--- src/core/dmm_pkg.sv ---
// Package: object addresses, reset values, codes and carrier structs
package dmm_pkg;
  // ==========================================
  // Object addresses
  localparam logic [15:0] A_STOP2 = 16'h353E;
  localparam logic [15:0] A_MODE_SEL = 16'h3542;
  localparam logic [15:0] A_MODE_DSP = 16'h3544;
  localparam logic [15:0] A_POS_REF = 16'h3546;
  localparam logic [15:0] A_POS_ENC = 16'h3548;
  localparam logic [15:0] A_POS_USR = 16'h354A;
  localparam logic [15:0] A_FE_THR = 16'h354C;
  localparam logic [15:0] A_FE_TIME = 16'h354E;
  localparam logic [15:0] A_PW = 16'h3550;
  localparam logic [15:0] A_PW_TIME = 16'h3552;
  localparam logic [15:0] A_VEL = 16'h355A;
  localparam logic [15:0] A_SW = 16'h355C;
  localparam logic [15:0] A_SW_TIME = 16'h355E;
  localparam logic [15:0] A_ZS = 16'h3560;
  localparam logic [15:0] A_ZS_TIME = 16'h3562;
  localparam logic [15:0] A_TRQ_TGT = 16'h3564;
  localparam logic [15:0] A_TRQ_MAX = 16'h3566;
  localparam logic [15:0] A_TRQ_REF = 16'h356A;
  localparam logic [15:0] A_TRQ_FB = 16'h3570;
  // ==========================================
  // Reset values and limits
  localparam logic [15:0] R_STOP2 = 16'h0002;
  localparam logic [31:0] R_FE_THR = 32'h01A36AE7;
  localparam logic [31:0] R_PW = 32'h000016F0;
  localparam logic [15:0] R_SW = 16'h000A;
  localparam logic [15:0] R_ZS = 16'h000A;
  localparam logic [15:0] R_TRQ_MAX = 16'h0DAC;
  localparam logic signed [15:0] TRQ_BOUND = 16'sh0FA0;
  localparam logic signed [15:0] STOP2_MIN = -16'sh0005;
  localparam logic signed [15:0] STOP2_MAX = 16'sh0004;
  // ==========================================
  // Time base
  localparam int MS_TIME_NS = 1000000;
  localparam int CLK_PERIOD_NS = 20;
  localparam int MS_CYCLES = MS_TIME_NS / CLK_PERIOD_NS;
  // ==========================================
  // Operating mode and stop codes
  localparam logic [15:0] M_NONE = 16'h0000;
  localparam logic [15:0] M_PP = 16'h0001;
  localparam logic [15:0] M_PV = 16'h0003;
  localparam logic [15:0] M_PT = 16'h0004;
  localparam logic [15:0] M_HM = 16'h0006;
  localparam logic [15:0] M_IP = 16'h0007;
  typedef enum logic [2:0] {
    STOP_COAST = 3'h0,
    STOP_RAMP_PROFILE = 3'h1,
    STOP_RAMP_QUICK = 3'h2,
    STOP_EMERG_TORQUE = 3'h3,
    STOP_DYN_BRAKE = 3'h4,
    STOP_ZERO_SPEED = 3'h5
  } dmm_stop_e;
  // ==========================================
  // Carriers
  typedef struct packed {
    logic rd;
    logic wr;
    logic pdo;
    logic [15:0] addr;
    logic [31:0] wdata;
  } dmm_req_s;
  typedef struct packed {
    logic ack;
    logic err;
    logic [31:0] rdata;
  } dmm_rsp_s;
  typedef struct packed {
    logic signed [31:0] pos_ref;
    logic signed [31:0] pos_enc;
    logic signed [31:0] vel_user;
    logic signed [31:0] spd_target;
    logic signed [31:0] spd_actual;
    logic signed [15:0] trq_fb;
    logic signed [15:0] trq_demand;
  } dmm_fb_s;
  typedef struct packed {
    logic [15:0] mode;
    dmm_stop_e stop;
    logic brake_hold;
    logic [31:0] stop_decel;
    logic fe_fault;
    logic reached;
    logic zero_speed;
    logic signed [15:0] trq_ref;
  } dmm_ctl_s;
endpackage

--- src/core/dmm_hold_timer.sv ---
// Window hold timer on a millisecond tick
`timescale 1ns/100ps
module dmm_hold_timer (
  input wire logic clock,
  input wire logic rst_b,
  input wire logic tick,
  input wire logic cond,
  input wire logic [15:0] time_ms,
  output logic qual
);
  logic [15:0] cnt_reg;
  logic [15:0] cnt_next;
  logic qual_reg;
  logic qual_next;

  always_comb begin
    cnt_next = cnt_reg;
    qual_next = qual_reg;
    if (!cond) begin
      cnt_next = 16'h0000; // [RULE25]
      qual_next = 1'b0;
    end else if (cnt_reg >= time_ms) begin
      qual_next = 1'b1; // [RULE25]
    end else if (tick) begin
      cnt_next = cnt_reg + 16'h0001;
    end
  end

  always_ff @(posedge clock or negedge rst_b) begin
    if (!rst_b) begin
      cnt_reg <= 16'h0000;
      qual_reg <= 1'b0;
    end else begin
      cnt_reg <= cnt_next;
      qual_reg <= qual_next;
    end
  end

  assign qual = qual_reg;

  hold_drop_a: assert property (@(posedge clock) disable iff (!rst_b) !cond |=> !qual) // [RULE25]
    else $error("hold qualifier survived a false condition");
  hold_zero_a: assert property (@(posedge clock) disable iff (!rst_b)
    cond && time_ms == 16'h0000 |=> qual) // [RULE25]
    else $error("zero hold time did not qualify at once");
endmodule

--- src/core/dmm_gear_div.sv ---
// Sequential divider: encoder position times denominator over numerator
`timescale 1ns/100ps
module dmm_gear_div #(
  parameter int W = 32
) (
  input wire logic clock,
  input wire logic rst_b,
  input wire logic signed [W-1:0] enc,
  input wire logic [W-1:0] num,
  input wire logic [W-1:0] den,
  output logic signed [W-1:0] quot
);
  localparam int CW = $clog2(2 * W) + 1;
  typedef enum logic [1:0] {DIV_IDLE = 2'b00, DIV_RUN = 2'b01, DIV_DONE = 2'b11} dmm_div_e;

  if (W < 8) begin : g_chk
    $error("dmm_gear_div width too small");
  end

  dmm_div_e st_reg, st_next;
  logic [2*W-1:0] prod_reg, prod_next;
  logic [W-1:0] rem_reg, rem_next;
  logic [W-1:0] dvs_reg, dvs_next;
  logic [CW-1:0] cnt_reg, cnt_next;
  logic neg_reg, neg_next;
  logic signed [W-1:0] quot_reg, quot_next;
  logic [W:0] rem_sh;
  logic [W-1:0] mag;

  // Full product first so small ratios keep all precision
  always_comb begin
    st_next = st_reg;
    prod_next = prod_reg;
    rem_next = rem_reg;
    dvs_next = dvs_reg;
    cnt_next = cnt_reg;
    neg_next = neg_reg;
    quot_next = quot_reg;
    mag = enc[W-1] ? W'(-enc) : W'(enc);
    rem_sh = {rem_reg, prod_reg[2*W-1]};
    unique case (st_reg)
      DIV_IDLE: begin
        if (num != '0) begin
          prod_next = {{W{1'b0}}, mag} * {{W{1'b0}}, den};
          dvs_next = num;
          neg_next = enc[W-1];
          rem_next = '0;
          cnt_next = '0;
          st_next = DIV_RUN;
        end
      end
      DIV_RUN: begin
        prod_next = {prod_reg[2*W-2:0], 1'b0};
        if (rem_sh >= {1'b0, dvs_reg}) begin
          rem_next = W'(rem_sh - {1'b0, dvs_reg});
          prod_next[0] = 1'b1;
        end else begin
          rem_next = rem_sh[W-1:0];
        end
        cnt_next = cnt_reg + 1'b1;
        if (cnt_reg == CW'(2 * W - 1)) begin
          st_next = DIV_DONE;
        end
      end
      DIV_DONE: begin
        quot_next = neg_reg ? -prod_reg[W-1:0] : prod_reg[W-1:0]; // [RULE10]
        st_next = DIV_IDLE;
      end
      default: st_next = DIV_IDLE;
    endcase
  end

  always_ff @(posedge clock or negedge rst_b) begin
    if (!rst_b) begin
      st_reg <= DIV_IDLE;
      prod_reg <= '0;
      rem_reg <= '0;
      dvs_reg <= '0;
      cnt_reg <= '0;
      neg_reg <= 1'b0;
      quot_reg <= '0;
    end else begin
      st_reg <= st_next;
      prod_reg <= prod_next;
      rem_reg <= rem_next;
      dvs_reg <= dvs_next;
      cnt_reg <= cnt_next;
      neg_reg <= neg_next;
      quot_reg <= quot_next;
    end
  end

  assign quot = quot_reg;
endmodule

--- src/core/dmm_monitor.sv ---
// Drive mode selection, fault stop decode and motion window monitor
// Functional notes
// (RULE1) Negative stop codes: stop then hold braking
// (RULE2) Codes 0..4: stop then leave de-energized
// (RULE3) Modes 0,1,3,4,6,7 accepted, others unsupported
// (RULE4) Mode code 0 acts as profile position
// (RULE5) Unsupported mode by service write: error
// (RULE6) Unsupported mode by process write: ignored
// (RULE7) Display shows mode in force, selector code; the code shows the selector register, 0 for mode code 0
// (RULE8) Position reference shown, signed 32 bits
// (RULE9) Encoder position feedback shown, signed 32
// (RULE10) User position equals encoder over gear
// (RULE11) Deviation beyond threshold past timeout faults
// (RULE12) Position in window for time sets reached
// (RULE13) Position reached only with servo on
// (RULE14) Speed in window for time sets reached
// (RULE15) Speed reached only while drive enabled
// (RULE16) Speed under threshold for time: zero
// (RULE17) Zero speed in velocity mode, any enable
// (RULE18) Torques signed, bounded to plus minus 4000
// (RULE19) Torque reference limited by maximum torque
// (RULE20) Torque mode commands the target torque
// (RULE21) Torque feedback shown read-only
// (RULE22) Actual velocity shown, signed 32 bits
// (RULE23) Quick-stop ramps use quick deceleration
// (RULE24) Profile ramps use profile deceleration
// (RULE25) Hold timers: ms base, restart, zero immediate
`timescale 1ns/100ps
module dmm_monitor
  import dmm_pkg::*;
#(
  parameter int TICK_CYCLES = dmm_pkg::MS_CYCLES
) (
  input wire logic clock,
  input wire logic rst_b,
  input dmm_pkg::dmm_req_s req,
  output dmm_pkg::dmm_rsp_s rsp,
  input dmm_pkg::dmm_fb_s fb,
  input wire logic [31:0] gear_num,
  input wire logic [31:0] gear_den,
  input wire logic [31:0] quick_decel,
  input wire logic [31:0] profile_decel,
  input wire logic servo_on,
  input wire logic drive_enabled,
  input wire logic fault_clear,
  output dmm_pkg::dmm_ctl_s ctl
);
  import dmm_pkg::*;

  if (TICK_CYCLES < 1) begin : g_chk
    $error("dmm_monitor tick period must be positive");
  end

  localparam int TW = $clog2(TICK_CYCLES + 1);

  // ==========================================
  // Millisecond time base
  logic [TW-1:0] tick_cnt_reg, tick_cnt_next;
  logic tick_reg, tick_next;

  always_comb begin
    tick_next = 1'b0;
    tick_cnt_next = tick_cnt_reg + 1'b1;
    if (tick_cnt_reg == TW'(TICK_CYCLES - 1)) begin
      tick_cnt_next = '0;
      tick_next = 1'b1; // [RULE25]
    end
  end

  always_ff @(posedge clock or negedge rst_b) begin
    if (!rst_b) begin
      tick_cnt_reg <= '0;
      tick_reg <= 1'b0;
    end else begin
      tick_cnt_reg <= tick_cnt_next;
      tick_reg <= tick_next;
    end
  end

  // ==========================================
  // Writable objects
  logic [15:0] mode_sel_reg, mode_sel_next;
  logic [15:0] stop2_reg, stop2_next;
  logic [31:0] fe_thr_reg, fe_thr_next;
  logic [15:0] fe_time_reg, fe_time_next;
  logic [31:0] pw_reg, pw_next;
  logic [15:0] pw_time_reg, pw_time_next;
  logic [15:0] sw_reg, sw_next;
  logic [15:0] sw_time_reg, sw_time_next;
  logic [15:0] zs_reg, zs_next;
  logic [15:0] zs_time_reg, zs_time_next;
  logic [15:0] trq_tgt_reg, trq_tgt_next;
  logic [15:0] trq_max_reg, trq_max_next;
  dmm_rsp_s rsp_reg, rsp_next;
  dmm_ctl_s ctl_reg, ctl_next;
  logic signed [31:0] pos_usr;
  logic [15:0] wd16;
  logic signed [15:0] ws16;
  logic mode_ok;
  logic bad;
  logic ro;

  always_comb begin
    wd16 = req.wdata[15:0];
    ws16 = signed'(req.wdata[15:0]);
    mode_ok = wd16 inside {M_NONE, M_PP, M_PV, M_PT, M_HM, M_IP}; // [RULE3]
    mode_sel_next = mode_sel_reg;
    stop2_next = stop2_reg;
    fe_thr_next = fe_thr_reg;
    fe_time_next = fe_time_reg;
    pw_next = pw_reg;
    pw_time_next = pw_time_reg;
    sw_next = sw_reg;
    sw_time_next = sw_time_reg;
    zs_next = zs_reg;
    zs_time_next = zs_time_reg;
    trq_tgt_next = trq_tgt_reg;
    trq_max_next = trq_max_reg;
    rsp_next = '0;
    bad = 1'b0;
    ro = 1'b0;
    unique case (req.addr)
      A_STOP2: rsp_next.rdata = {16'h0000, stop2_reg};
      A_MODE_SEL: rsp_next.rdata = {16'h0000, mode_sel_reg};
      A_MODE_DSP: begin
        rsp_next.rdata = {16'h0000, mode_sel_reg}; // [RULE7]
        ro = 1'b1;
      end
      A_POS_REF: begin
        rsp_next.rdata = fb.pos_ref; // [RULE8]
        ro = 1'b1;
      end
      A_POS_ENC: begin
        rsp_next.rdata = fb.pos_enc; // [RULE9]
        ro = 1'b1;
      end
      A_POS_USR: begin
        rsp_next.rdata = pos_usr; // [RULE10]
        ro = 1'b1;
      end
      A_FE_THR: rsp_next.rdata = fe_thr_reg;
      A_FE_TIME: rsp_next.rdata = {16'h0000, fe_time_reg};
      A_PW: rsp_next.rdata = pw_reg;
      A_PW_TIME: rsp_next.rdata = {16'h0000, pw_time_reg};
      A_VEL: begin
        rsp_next.rdata = fb.vel_user; // [RULE22]
        ro = 1'b1;
      end
      A_SW: rsp_next.rdata = {16'h0000, sw_reg};
      A_SW_TIME: rsp_next.rdata = {16'h0000, sw_time_reg};
      A_ZS: rsp_next.rdata = {16'h0000, zs_reg};
      A_ZS_TIME: rsp_next.rdata = {16'h0000, zs_time_reg};
      A_TRQ_TGT: rsp_next.rdata = {16'h0000, trq_tgt_reg};
      A_TRQ_MAX: rsp_next.rdata = {16'h0000, trq_max_reg};
      A_TRQ_REF: begin
        rsp_next.rdata = {16'h0000, ctl_reg.trq_ref};
        ro = 1'b1;
      end
      A_TRQ_FB: begin
        rsp_next.rdata = {16'h0000, fb.trq_fb}; // [RULE21]
        ro = 1'b1;
      end
      default: bad = 1'b1;
    endcase
    // Out-of-range values never land; only service writes report it
    if (req.wr && !bad && !ro) begin
      unique case (req.addr)
        A_STOP2: begin
          if (ws16 >= STOP2_MIN && ws16 <= STOP2_MAX) begin
            stop2_next = wd16;
          end else begin
            bad = 1'b1;
          end
        end
        A_MODE_SEL: begin
          if (mode_ok) begin
            mode_sel_next = wd16;
          end else begin
            bad = 1'b1; // [RULE5] [RULE6]
          end
        end
        A_FE_THR: fe_thr_next = req.wdata;
        A_FE_TIME: fe_time_next = wd16;
        A_PW: pw_next = req.wdata;
        A_PW_TIME: pw_time_next = wd16;
        A_SW: sw_next = wd16;
        A_SW_TIME: sw_time_next = wd16;
        A_ZS: zs_next = wd16;
        A_ZS_TIME: zs_time_next = wd16;
        A_TRQ_TGT: begin
          if (ws16 >= -TRQ_BOUND && ws16 <= TRQ_BOUND) begin
            trq_tgt_next = wd16; // [RULE18]
          end else begin
            bad = 1'b1;
          end
        end
        A_TRQ_MAX: begin
          if (wd16 <= 16'(TRQ_BOUND)) begin
            trq_max_next = wd16; // [RULE18]
          end else begin
            bad = 1'b1;
          end
        end
        default: bad = 1'b1;
      endcase
    end
    rsp_next.ack = req.rd || req.wr;
    rsp_next.err = (req.rd || (req.wr && !req.pdo)) && (bad || (req.wr && ro)); // [RULE5] [RULE6]
    if (req.wr || !req.rd) begin
      rsp_next.rdata = '0;
    end
  end

  always_ff @(posedge clock or negedge rst_b) begin
    if (!rst_b) begin
      mode_sel_reg <= M_NONE;
      stop2_reg <= R_STOP2;
      fe_thr_reg <= R_FE_THR;
      fe_time_reg <= 16'h0000;
      pw_reg <= R_PW;
      pw_time_reg <= 16'h0000;
      sw_reg <= R_SW;
      sw_time_reg <= 16'h0000;
      zs_reg <= R_ZS;
      zs_time_reg <= 16'h0000;
      trq_tgt_reg <= 16'h0000;
      trq_max_reg <= R_TRQ_MAX;
      rsp_reg <= '0;
    end else begin
      mode_sel_reg <= mode_sel_next;
      stop2_reg <= stop2_next;
      fe_thr_reg <= fe_thr_next;
      fe_time_reg <= fe_time_next;
      pw_reg <= pw_next;
      pw_time_reg <= pw_time_next;
      sw_reg <= sw_next;
      sw_time_reg <= sw_time_next;
      zs_reg <= zs_next;
      zs_time_reg <= zs_time_next;
      trq_tgt_reg <= trq_tgt_next;
      trq_max_reg <= trq_max_next;
      rsp_reg <= rsp_next;
    end
  end

  // ==========================================
  // Position feedback in user units
  dmm_gear_div #(.W(32)) u_div (
    .clock(clock),
    .rst_b(rst_b),
    .enc(fb.pos_enc),
    .num(gear_num),
    .den(gear_den),
    .quot(pos_usr)
  );

  // ==========================================
  // Window compares and hold timers
  logic signed [32:0] pdiff, sdiff;
  logic [32:0] pabs, sabs, zabs;
  logic fe_cond, pw_cond, sw_cond, zs_cond;
  logic fe_q, pw_q, sw_q, zs_q;

  // Position compares use the user-unit feedback, as reference units demand
  always_comb begin
    pdiff = 33'(fb.pos_ref) - 33'(pos_usr);
    sdiff = 33'(fb.spd_target) - 33'(fb.spd_actual);
    pabs = pdiff[32] ? 33'(-pdiff) : 33'(pdiff);
    sabs = sdiff[32] ? 33'(-sdiff) : 33'(sdiff);
    zabs = fb.spd_actual[31] ? 33'(-33'(fb.spd_actual)) : 33'(fb.spd_actual);
    fe_cond = pabs > {1'b0, fe_thr_reg}; // [RULE11]
    pw_cond = pabs <= {1'b0, pw_reg}; // [RULE12]
    sw_cond = sabs <= {17'h00000, sw_reg}; // [RULE14]
    zs_cond = zabs <= {17'h00000, zs_reg}; // [RULE16]
  end

  dmm_hold_timer u_fe (.clock(clock), .rst_b(rst_b), .tick(tick_reg), .cond(fe_cond),
    .time_ms(fe_time_reg), .qual(fe_q));
  dmm_hold_timer u_pw (.clock(clock), .rst_b(rst_b), .tick(tick_reg), .cond(pw_cond),
    .time_ms(pw_time_reg), .qual(pw_q));
  dmm_hold_timer u_sw (.clock(clock), .rst_b(rst_b), .tick(tick_reg), .cond(sw_cond),
    .time_ms(sw_time_reg), .qual(sw_q));
  dmm_hold_timer u_zs (.clock(clock), .rst_b(rst_b), .tick(tick_reg), .cond(zs_cond),
    .time_ms(zs_time_reg), .qual(zs_q));

  // ==========================================
  // Mode, stop decode, torque and status
  logic [15:0] mode_eff;
  logic signed [15:0] tcmd, tmax;

  always_comb begin
    ctl_next = ctl_reg;
    mode_eff = (mode_sel_reg == M_NONE) ? M_PP : mode_sel_reg; // [RULE4]
    ctl_next.mode = mode_eff;
    unique case (signed'(stop2_reg))
      -16'sd5: ctl_next.stop = STOP_ZERO_SPEED; // [RULE1]
      -16'sd4: ctl_next.stop = STOP_EMERG_TORQUE;
      -16'sd3: ctl_next.stop = STOP_RAMP_QUICK;
      -16'sd2: ctl_next.stop = STOP_RAMP_PROFILE;
      -16'sd1: ctl_next.stop = STOP_DYN_BRAKE;
      16'sd1: ctl_next.stop = STOP_RAMP_PROFILE; // [RULE2]
      16'sd2: ctl_next.stop = STOP_RAMP_QUICK;
      16'sd3: ctl_next.stop = STOP_EMERG_TORQUE;
      16'sd4: ctl_next.stop = STOP_DYN_BRAKE;
      default: ctl_next.stop = STOP_COAST;
    endcase
    ctl_next.brake_hold = stop2_reg[15]; // [RULE1] [RULE2]
    unique case (ctl_next.stop)
      STOP_RAMP_QUICK: ctl_next.stop_decel = quick_decel; // [RULE23]
      STOP_RAMP_PROFILE: ctl_next.stop_decel = profile_decel; // [RULE24]
      default: ctl_next.stop_decel = 32'h00000000;
    endcase
    // Set wins over clear
    ctl_next.fe_fault = fe_q || (ctl_reg.fe_fault && !fault_clear); // [RULE11]
    ctl_next.reached = (mode_eff == M_PP && servo_on && pw_q) // [RULE12] [RULE13]
      || (mode_eff == M_PV && drive_enabled && sw_q); // [RULE14] [RULE15]
    ctl_next.zero_speed = (mode_eff == M_PV) && zs_q; // [RULE16] [RULE17]
    tcmd = (mode_eff == M_PT) ? signed'(trq_tgt_reg) : fb.trq_demand; // [RULE20]
    tmax = signed'(trq_max_reg);
    if (tcmd > tmax) begin
      ctl_next.trq_ref = tmax; // [RULE19]
    end else if (tcmd < -tmax) begin
      ctl_next.trq_ref = -tmax;
    end else begin
      ctl_next.trq_ref = tcmd;
    end
  end

  always_ff @(posedge clock or negedge rst_b) begin
    if (!rst_b) begin
      ctl_reg <= '{mode: M_PP, stop: STOP_RAMP_QUICK, default: '0};
    end else begin
      ctl_reg <= ctl_next;
    end
  end

  assign ctl = ctl_reg;
  assign rsp = rsp_reg;

  // ==========================================
  // Checks
  mode_sdo_reject_a: assert property (@(posedge clock) disable iff (!rst_b) // [RULE5]
    req.wr && !req.pdo && req.addr == A_MODE_SEL && !mode_ok |=> rsp.err && rsp.ack)
    else $error("unsupported mode by service write gave no error");
  mode_pdo_keep_a: assert property (@(posedge clock) disable iff (!rst_b) // [RULE6]
    req.wr && req.pdo && req.addr == A_MODE_SEL && !mode_ok |=> !rsp.err && $stable(mode_sel_reg))
    else $error("unsupported mode by process write was taken");
  mode_zero_pp_a: assert property (@(posedge clock) disable iff (!rst_b) // [RULE4]
    mode_sel_reg == M_NONE ##1 mode_sel_reg == M_NONE |-> ctl.mode == M_PP)
    else $error("mode code zero not run as position mode");
  stop_brake_a: assert property (@(posedge clock) disable iff (!rst_b) // [RULE1]
    signed'(stop2_reg) == -16'sd5 |=> ctl.stop == STOP_ZERO_SPEED && ctl.brake_hold)
    else $error("zero-speed stop code decoded wrongly");
  stop_coast_a: assert property (@(posedge clock) disable iff (!rst_b) // [RULE2]
    stop2_reg == 16'h0000 |=> ctl.stop == STOP_COAST && !ctl.brake_hold)
    else $error("coast stop code decoded wrongly");
  torque_limit_a: assert property (@(posedge clock) disable iff (!rst_b) // [RULE19]
    ##1 $past(trq_max_reg) == trq_max_reg |-> ctl.trq_ref <= signed'(trq_max_reg)
    && ctl.trq_ref >= -signed'(trq_max_reg))
    else $error("torque reference beyond maximum torque");
  fe_raise_a: assert property (@(posedge clock) disable iff (!rst_b) // [RULE11]
    $rose(ctl.fe_fault) |-> $past(fe_q) && $past(fe_cond, 2))
    else $error("deviation fault without qualified deviation");
  reach_gate_a: assert property (@(posedge clock) disable iff (!rst_b) // [RULE13]
    ctl.reached && ctl.mode == M_PP |-> $past(servo_on) && $past(pw_q))
    else $error("position reached without servo on");
endmodule

--- config.mk ---
export PLATFORM = sky130hd
export DESIGN_NAME = dmm_monitor
export DESIGN_NICKNAME = d
export VERILOG_FILES = /design/src/core/dmm_pkg.sv /design/src/core/dmm_hold_timer.sv /design/src/core/dmm_gear_div.sv /design/src/core/dmm_monitor.sv
export SDC_FILE = /design/constraint.sdc
export NUM_CORES = 2
export LEC_CHECK = 0
export ABC_AREA = 1
export BUFFER_PORTS_ARGS = -buffer_cell sky130_fd_sc_hd__buf_4
export CAP_MARGIN = 5
export CORE_AREA = 2 2 462 464
export CTS_BUF_LIST = sky130_fd_sc_hd__clkbuf_16
export CTS_CLUSTER_SIZE = 16
export DETAILED_ROUTE_END_ITERATION = 8
export DIE_AREA = 0 0 464 466
export MAX_ROUTING_LAYER = met4
export PLACE_DENSITY_LB_ADDON = 0.2
export SLEW_MARGIN = 20
export SYNTH_ARGS = -nofsm -noshare
export SYNTH_HDL_FRONTEND = slang
export SYNTH_SLANG_ARGS = --single-unit
--- constraint.sdc ---
create_clock -name clock -period 8.2 [get_ports clock]
set_clock_uncertainty 0.05 [all_clocks]
set_input_delay 1.64 -clock clock [delete_from_list [all_inputs] [get_ports clock]]
set_output_delay 1.64 -clock clock [all_outputs]
set_load 0.005 [all_outputs]
* Word level (Yosys, flattened, before mapping)
Index checks and enable logic that the tools add are counted.
** Word-level totals
- Register bits :: 584
- Input bits :: 376
- Output and inout bits :: 105
- Word-level logic and storage cells :: 238
** Cells by class
- Add/subtract/negate cells :: 15
- Multipliers :: 1
- $lt $le $gt $ge :: 16
- Equality and inequality tests :: 56
- Muxes and demuxes :: 54
- Reductions and logical operators :: 56
** Operators by type and width (number)
- case mux 32 bit (18 select lines) :: 1
- == test 16 x 14 -> 1 bit (second input constant) :: 19
- 2-to-1 mux 16 bit :: 17
- 2-to-1 mux 32 bit :: 5
- case mux 32 bit (2 select lines) :: 2
- case mux 64 bit (2 select lines) :: 1
- 2-to-1 mux 33 bit :: 3
- == test 16 bit (second input constant) :: 6
- adder 16 x 1 -> 16 bit (second input constant) :: 5
- == test 16 x 3 -> 1 bit (second input constant) :: 5
- less-or-equal comparator 33 x 16 -> 1 bit :: 2
- negation 33 bit :: 2
- subtractor 32 x 32 -> 33 bit :: 2
- == test 16 x 2 -> 1 bit (second input constant) :: 4
- greater-or-equal comparator 16 bit :: 4
- multiplier 32 x 32 -> 64 bit :: 1
- 2-to-1 mux 64 bit :: 1
- negation 32 bit :: 2
- == test 16 x 1 -> 1 bit (second input constant) :: 3
- greater-or-equal comparator 33 x 32 -> 1 bit :: 1
- greater-than comparator 33 x 32 -> 1 bit :: 1
- less-or-equal comparator 33 x 32 -> 1 bit :: 1
- negation 32 -> 33 bit :: 1
- zero test 16 bit :: 2
- other kinds (37) :: 107

* Longest topological paths before layout
- Depth in word-level cells :: 8
- Mapped depth :: 50
- Gate-level depth less buffers :: 48

* By module
From an unflattened synthesis, not the netlist that was laid out.
** Unflattened totals
- Cells, all modules :: 10944
- Area total of the unflattened synthesis :: 78909.4 um2
** Modules (own cells, without submodules)
- dmm_gear_div :: instances 1, cells an instance 6180, area an instance 46150.5 um2, sequential area each 4254.1 um2
- dmm_monitor :: instances 1, cells an instance 3884, area an instance 26673.1 um2, sequential area each 8703.3 um2
- dmm_hold_timer :: instances 4, cells an instance 220, area an instance 1521.5 um2, sequential area each 425.4 um2

* Worst setup path before layout
No wires, ideal clock.
- Path type :: input -> register
- From :: input fb[128] (netlist bit)
- To :: register u_div.prod_reg[62]
- Library setup time :: 0.133 ns
- Arrival :: 9.712 ns
- Required time :: 8.017 ns
- Slack :: -1.695 ns
- Cell stages on the path :: 42
- Buffers on the path :: 2
- Path through :: clkbuf_1 > inv_2 > nand3_1 > nor3_2 > nand2_1 > nor3_2 > inv_1 > nor3_1 > nand2_1 > nor2_2 > nand2_1 > nand2_1 > or2_2 > nand2_1 > clkinv_1 > clkbuf_1 > nor2_1 > fa_1 > (+6 left out) > fa_1 > fa_1 > inv_1 > fa_1 > inv_1 > ha_1 > nand2_1 > nor2_1 > nand2_1 > nor4_1 > a21oi_1 > o21ai_0 > nand3_1 > nand2_1 > a21oi_1 > o21ai_0 > xor2_1 > o21ai_0
** On the way
- Longest elaborated chain between the ends :: 5
** Ends and longest elaborated chain
- start, declared :: RTL line dmm_monitor.sv:38 : input dmm_pkg::dmm_fb_s fb,
- negation 32 bit :: RTL line dmm_gear_div.sv:39 : mag = enc[W-1] ? W'(-enc) : W'(enc);
- 2-to-1 mux 32 bit * :: RTL line dmm_gear_div.sv:39
- multiplier 32 x 32 -> 64 bit * :: RTL line dmm_gear_div.sv:44 : prod_next = {{W{1'b0}}, mag} * {{W{1'b0}}, den};
- 2-to-1 mux 64 bit * :: RTL line dmm_gear_div.sv:43 : if (num != '0) begin
- case mux 64 bit (2 select lines) * :: RTL line dmm_gear_div.sv:41 : unique case (st_reg)
- end signal, assigned :: RTL line dmm_gear_div.sv:84 : prod_reg <= prod_next;
- end, declared :: RTL line dmm_gear_div.sv:21 : logic [2*W-1:0] prod_reg, prod_next;
Every way passes the cells marked *; elsewhere a longest branch is shown, timed or not. The select of a mux whose other input is x is not followed.
A chain may end at the register's enable or synchronous reset.

* Worst setup path after layout
- From :: input fb[129] (netlist bit)
- To :: register u_div.prod_reg[56]
The elaborated chain is that of the path after synthesis.

==> results by group <==
Run status
  – Result of the run: finished, violations left
  – Failing checks: negative setup slack

Timing
  – Highest clock frequency the design can meet: 106.2 MHz
  – Final number of hold-violating endpoints: 0
  – RSZ-0062 raised after global routing: yes
  – Hold slack final: 0.3985 ns
  – Final Max Slew Viols: 0
  – Time the worst path needs with I/O delays and setup: 9.412 ns
  – Measured slew at the worst slew-check pin: 1.038 ns
  – Slew Limit Headroom: 0.3066
  – Final cycle utilization of the critical path: 1.148
  – Final setup fails: 47
  – PnR worst setup slack: -1.212 ns

Worst setup path
  – Largest fanout on the critical path: 10
  – Cell occurring most often along the worst timing path: sky130_fd_sc_hd__fa_1
  – Critical Path Start Type: primary input
  – Type of the worst setup path: in -> reg
  – Type of element capturing the critical path: register
  – Required time of the worst setup path: 8.72 ns
  – Highest cell delay on the worst timing path: 0.53 ns
  – Worst-path cell with the longest stage delay: sky130_fd_sc_hd__fa_1
  – Arrival time reported for the critical path endpoint: 9.93 ns

Route
  – Final Routed Wirelength: 302,200 µm
  – Iteration count of the initial detailed-routing pass: 6
  – Remaining antenna violation count: 0
  – Number of DRC markers after the initial detailed-route iteration: 5,790
  – Remaining DRCs: 0
  – Total number of vias: 69,352
  – Per-cell routed wire length: 22.38 µm
  – Vias per inst: 5.135

CTS
  – Depth of the CTS H-tree: 3
  – Clock slew seen by the registers of the worst setup and hold paths: 0.05 ns
  – Clock tree from TritonCTS: built
  – Hold Buf Count CTS: 0
  – Clock buffer count from CTS: 70
  – Clk_lat worst skew: 0.70 ns
  – Clk buf depth: 3
  – Total clock sinks: 584
  – CTS root buf: sky130_fd_sc_hd__clkbuf_16

Logic synthesis
  – FF+latch count, synth: 584
  – Total of warnings raised by yosys: 0
  – Syn nets: 11,466
  – Share of synthesized area occupied by flip-flops and latches: 0.1990
  – Leading cell types by total area after synthesis: sky130_fd_sc_hd__fa_1 24%, sky130_fd_sc_hd__dfrtp_1 19%, sky130_fd_sc_hd__nand2_1 10%
  – Cell accounting for the most synthesized area: sky130_fd_sc_hd__fa_1
  – Per-instance average area after synthesis: 7.651 µm²
  – Cell area after technology mapping: 73,670 µm²
  – Share of async-settable or async-resettable flops after synthesis: 1.000
  – Post-synthesis cell count: 9,629
  – Most used flip-flop cell after synthesis: sky130_fd_sc_hd__dfrtp_1
  – Post-synth EDFFs: 0
  – Share of Yosys cell area claimed by the top area cell type: 0.2443
  – Count of different cell masters after synthesis: 67

Flow run
  – Max Cap Violations: 0

Finish
  – Nets@finish: 12,445
  – P&R area growth vs syn: 24.59%
  – Layout filler cell count: 21,475
  – Most frequent cells in the layout: 1,885 x sky130_fd_sc_hd__nand2_1, 1,801 x sky130_fd_sc_hd__inv_1, 1,124 x sky130_fd_sc_hd__buf_4
  – Max reg flops: 71
  – Final Non-Filler Cells: 13,507
  – Proportion of layout cells with a drive suffix above 1: 0.1896
  – Most common cell after layout, fill and taps aside: sky130_fd_sc_hd__nand2_1

Place
  – Post-detailed-placement half-perimeter wirelength: 255,000 µm
  – Routability congestion estimate from global placement: 0.9853
  – Port Buffers: 480
  – Number of placed instances with taps included: 13,278

Global route
  – Layer with the highest usage after global routing: met2
  – Number of antenna violations at the first check in global routing: 30
  – Maximum number of pins on one net before global-route repair: 142
  – Total global-route track usage: 0.2842
  – Global-route met1 utilization: 0.3594
  – Grt met2 use: 0.4561
  – Number of global-route vias before repair: 69,874
  – First-pass GRT wire length: 449,200 µm
  – Met3 demand-to-capacity share in global routing: 0.04310
  – GRT Residual Overflow: 0

Die
  – Placeable Area: 211,200 µm²
  – Die Width: 464 µm
  – Die boundary height: 466 µm
  – Row cnt: 169
  – Starting utilization of the core area: 0.3487
  – Number of placed I/O pins: 481
  – Die Footprint: 216,200 µm²

Worst hold path
  – Class of the tightest hold or removal check: reg -> reg
==> Yosys cell counts (29+ instances only) <==
cell type / number
sky130_fd_sc_hd__fa_1: 899
sky130_fd_sc_hd__inv_1: 1874
sky130_fd_sc_hd__a22oi_1: 62
sky130_fd_sc_hd__o211ai_1: 32
sky130_fd_sc_hd__clkbuf_1: 324
sky130_fd_sc_hd__xnor2_1: 65
sky130_fd_sc_hd__xor2_1: 182
sky130_fd_sc_hd__dfstp_2: 36
sky130_fd_sc_hd__o21ai_1: 63
sky130_fd_sc_hd__dfrtp_1: 548
sky130_fd_sc_hd__nor2_1: 1094
sky130_fd_sc_hd__nand4_1: 117
sky130_fd_sc_hd__or2_2: 29
sky130_fd_sc_hd__nor3_1: 101
sky130_fd_sc_hd__nand3_1: 250
sky130_fd_sc_hd__nor4_1: 57
sky130_fd_sc_hd__a21oi_1: 332
sky130_fd_sc_hd__a31oi_1: 34
sky130_fd_sc_hd__a221oi_1: 50
sky130_fd_sc_hd__o21ai_0: 523
sky130_fd_sc_hd__o22ai_1: 57
sky130_fd_sc_hd__a22o_1: 42
sky130_fd_sc_hd__nand2_1: 1959
sky130_fd_sc_hd__ha_1: 562
==> area by class of cell <==
cell class	count	area, µm²	share of cell area
multi-input cells	6766	53200	0.5797
flip-flops and latches	584	14660	0.1597
repair buffers	1266	10720	0.1168
inverters	1920	7273	0.07925
well taps	2821	3530	0.03846
clock buffers	70	1752	0.01909
clock inverters	56	579.3	0.006312
diodes	24	60.06	0.0006544
==> repair_timing <==
item,CTS,global route
cloned,1,3
setup buffers,36,50
setup endpoints to repair,52,52
resized for setup,331,326
pin swaps,142,194
==> path summary, 6_finish.rpt <==
path                                               from                        endpoint  slack, ns  depth (start not counted)
setup reg to reg            mode_sel_reg[5]$_DFFE_PN0P_                ctl[6]$_DFF_PN0_       1.66                         17
setup / recovery                                fb[129]  u_div.prod_reg[56]$_DFFE_PN0P_      -1.21                         44
hold reg to reg            u_div.cnt_reg[6]$_DFFE_PN0P_     u_div.st_reg[1]$_DFFE_PN0P_       0.40                          1
min in group asynchronous                         rst_b               ctl[27]$_DFF_PN0_       0.85                          1
hold / removal             u_div.cnt_reg[6]$_DFFE_PN0P_     u_div.st_reg[1]$_DFFE_PN0P_       0.40                          1
max in group asynchronous                         rst_b     u_pw.cnt_reg[1]$_DFFE_PN0P_       5.40                          3
==> stage by stage <==
step                TNS, ns    util  instance area (µm²)  worst slack, ns
CTS                  -40.54  0.4263                90060           -1.249
finish               -38.87  0.4345                91780           -1.212
global placement     -99.32  0.4079                86170           -2.395
global route         -51.67  0.4344                91770           -1.532
detailed placement  -101.14  0.4079                86170           -2.362
floorplan            -34.49       -                74390           -1.238
==> cells by family (layout without fill, tap and decap cells) <==
group / after synthesis / in the layout / share of synthesized area
AO/OA/AOI/OAI: 1340 / 1340 / 0.1067
XOR/XNOR: 247 / 247 / 0.02937
adder cells (fa/ha/maj): 1461 / 1461 / 0.3398
buffers and inverters: 2279 / 3312 / 0.1169
flip-flops: 584 / 584 / 0.1990
multiplexers: 1 / 1 / 0.0001359
other: 0 / 24 / 0
AND/OR/NAND/NOR: 3717 / 3717 / 0.2081
==> per-layer routing <==
layer | share of wire | wire length [µm]
met5 | 0 | 0
met2 | 0.47 | 142000
met3 | 0.064 | 19470
met1 | 0.42 | 125700
met4 | 0.050 | 15100
==> critical path: cells and delay by family <==
kind                     cells  cell delay (ns)
adder cells (fa/ha/maj)      9             4.25
buffers and inverters       14             1.17
AND/OR/NAND/NOR             15             1.84
AO/OA/AOI/OAI                6             0.99
Power is left out: the tool's default activity adds up to more than one toggle a clock period on the data nets, which glitch-free logic cannot reach.
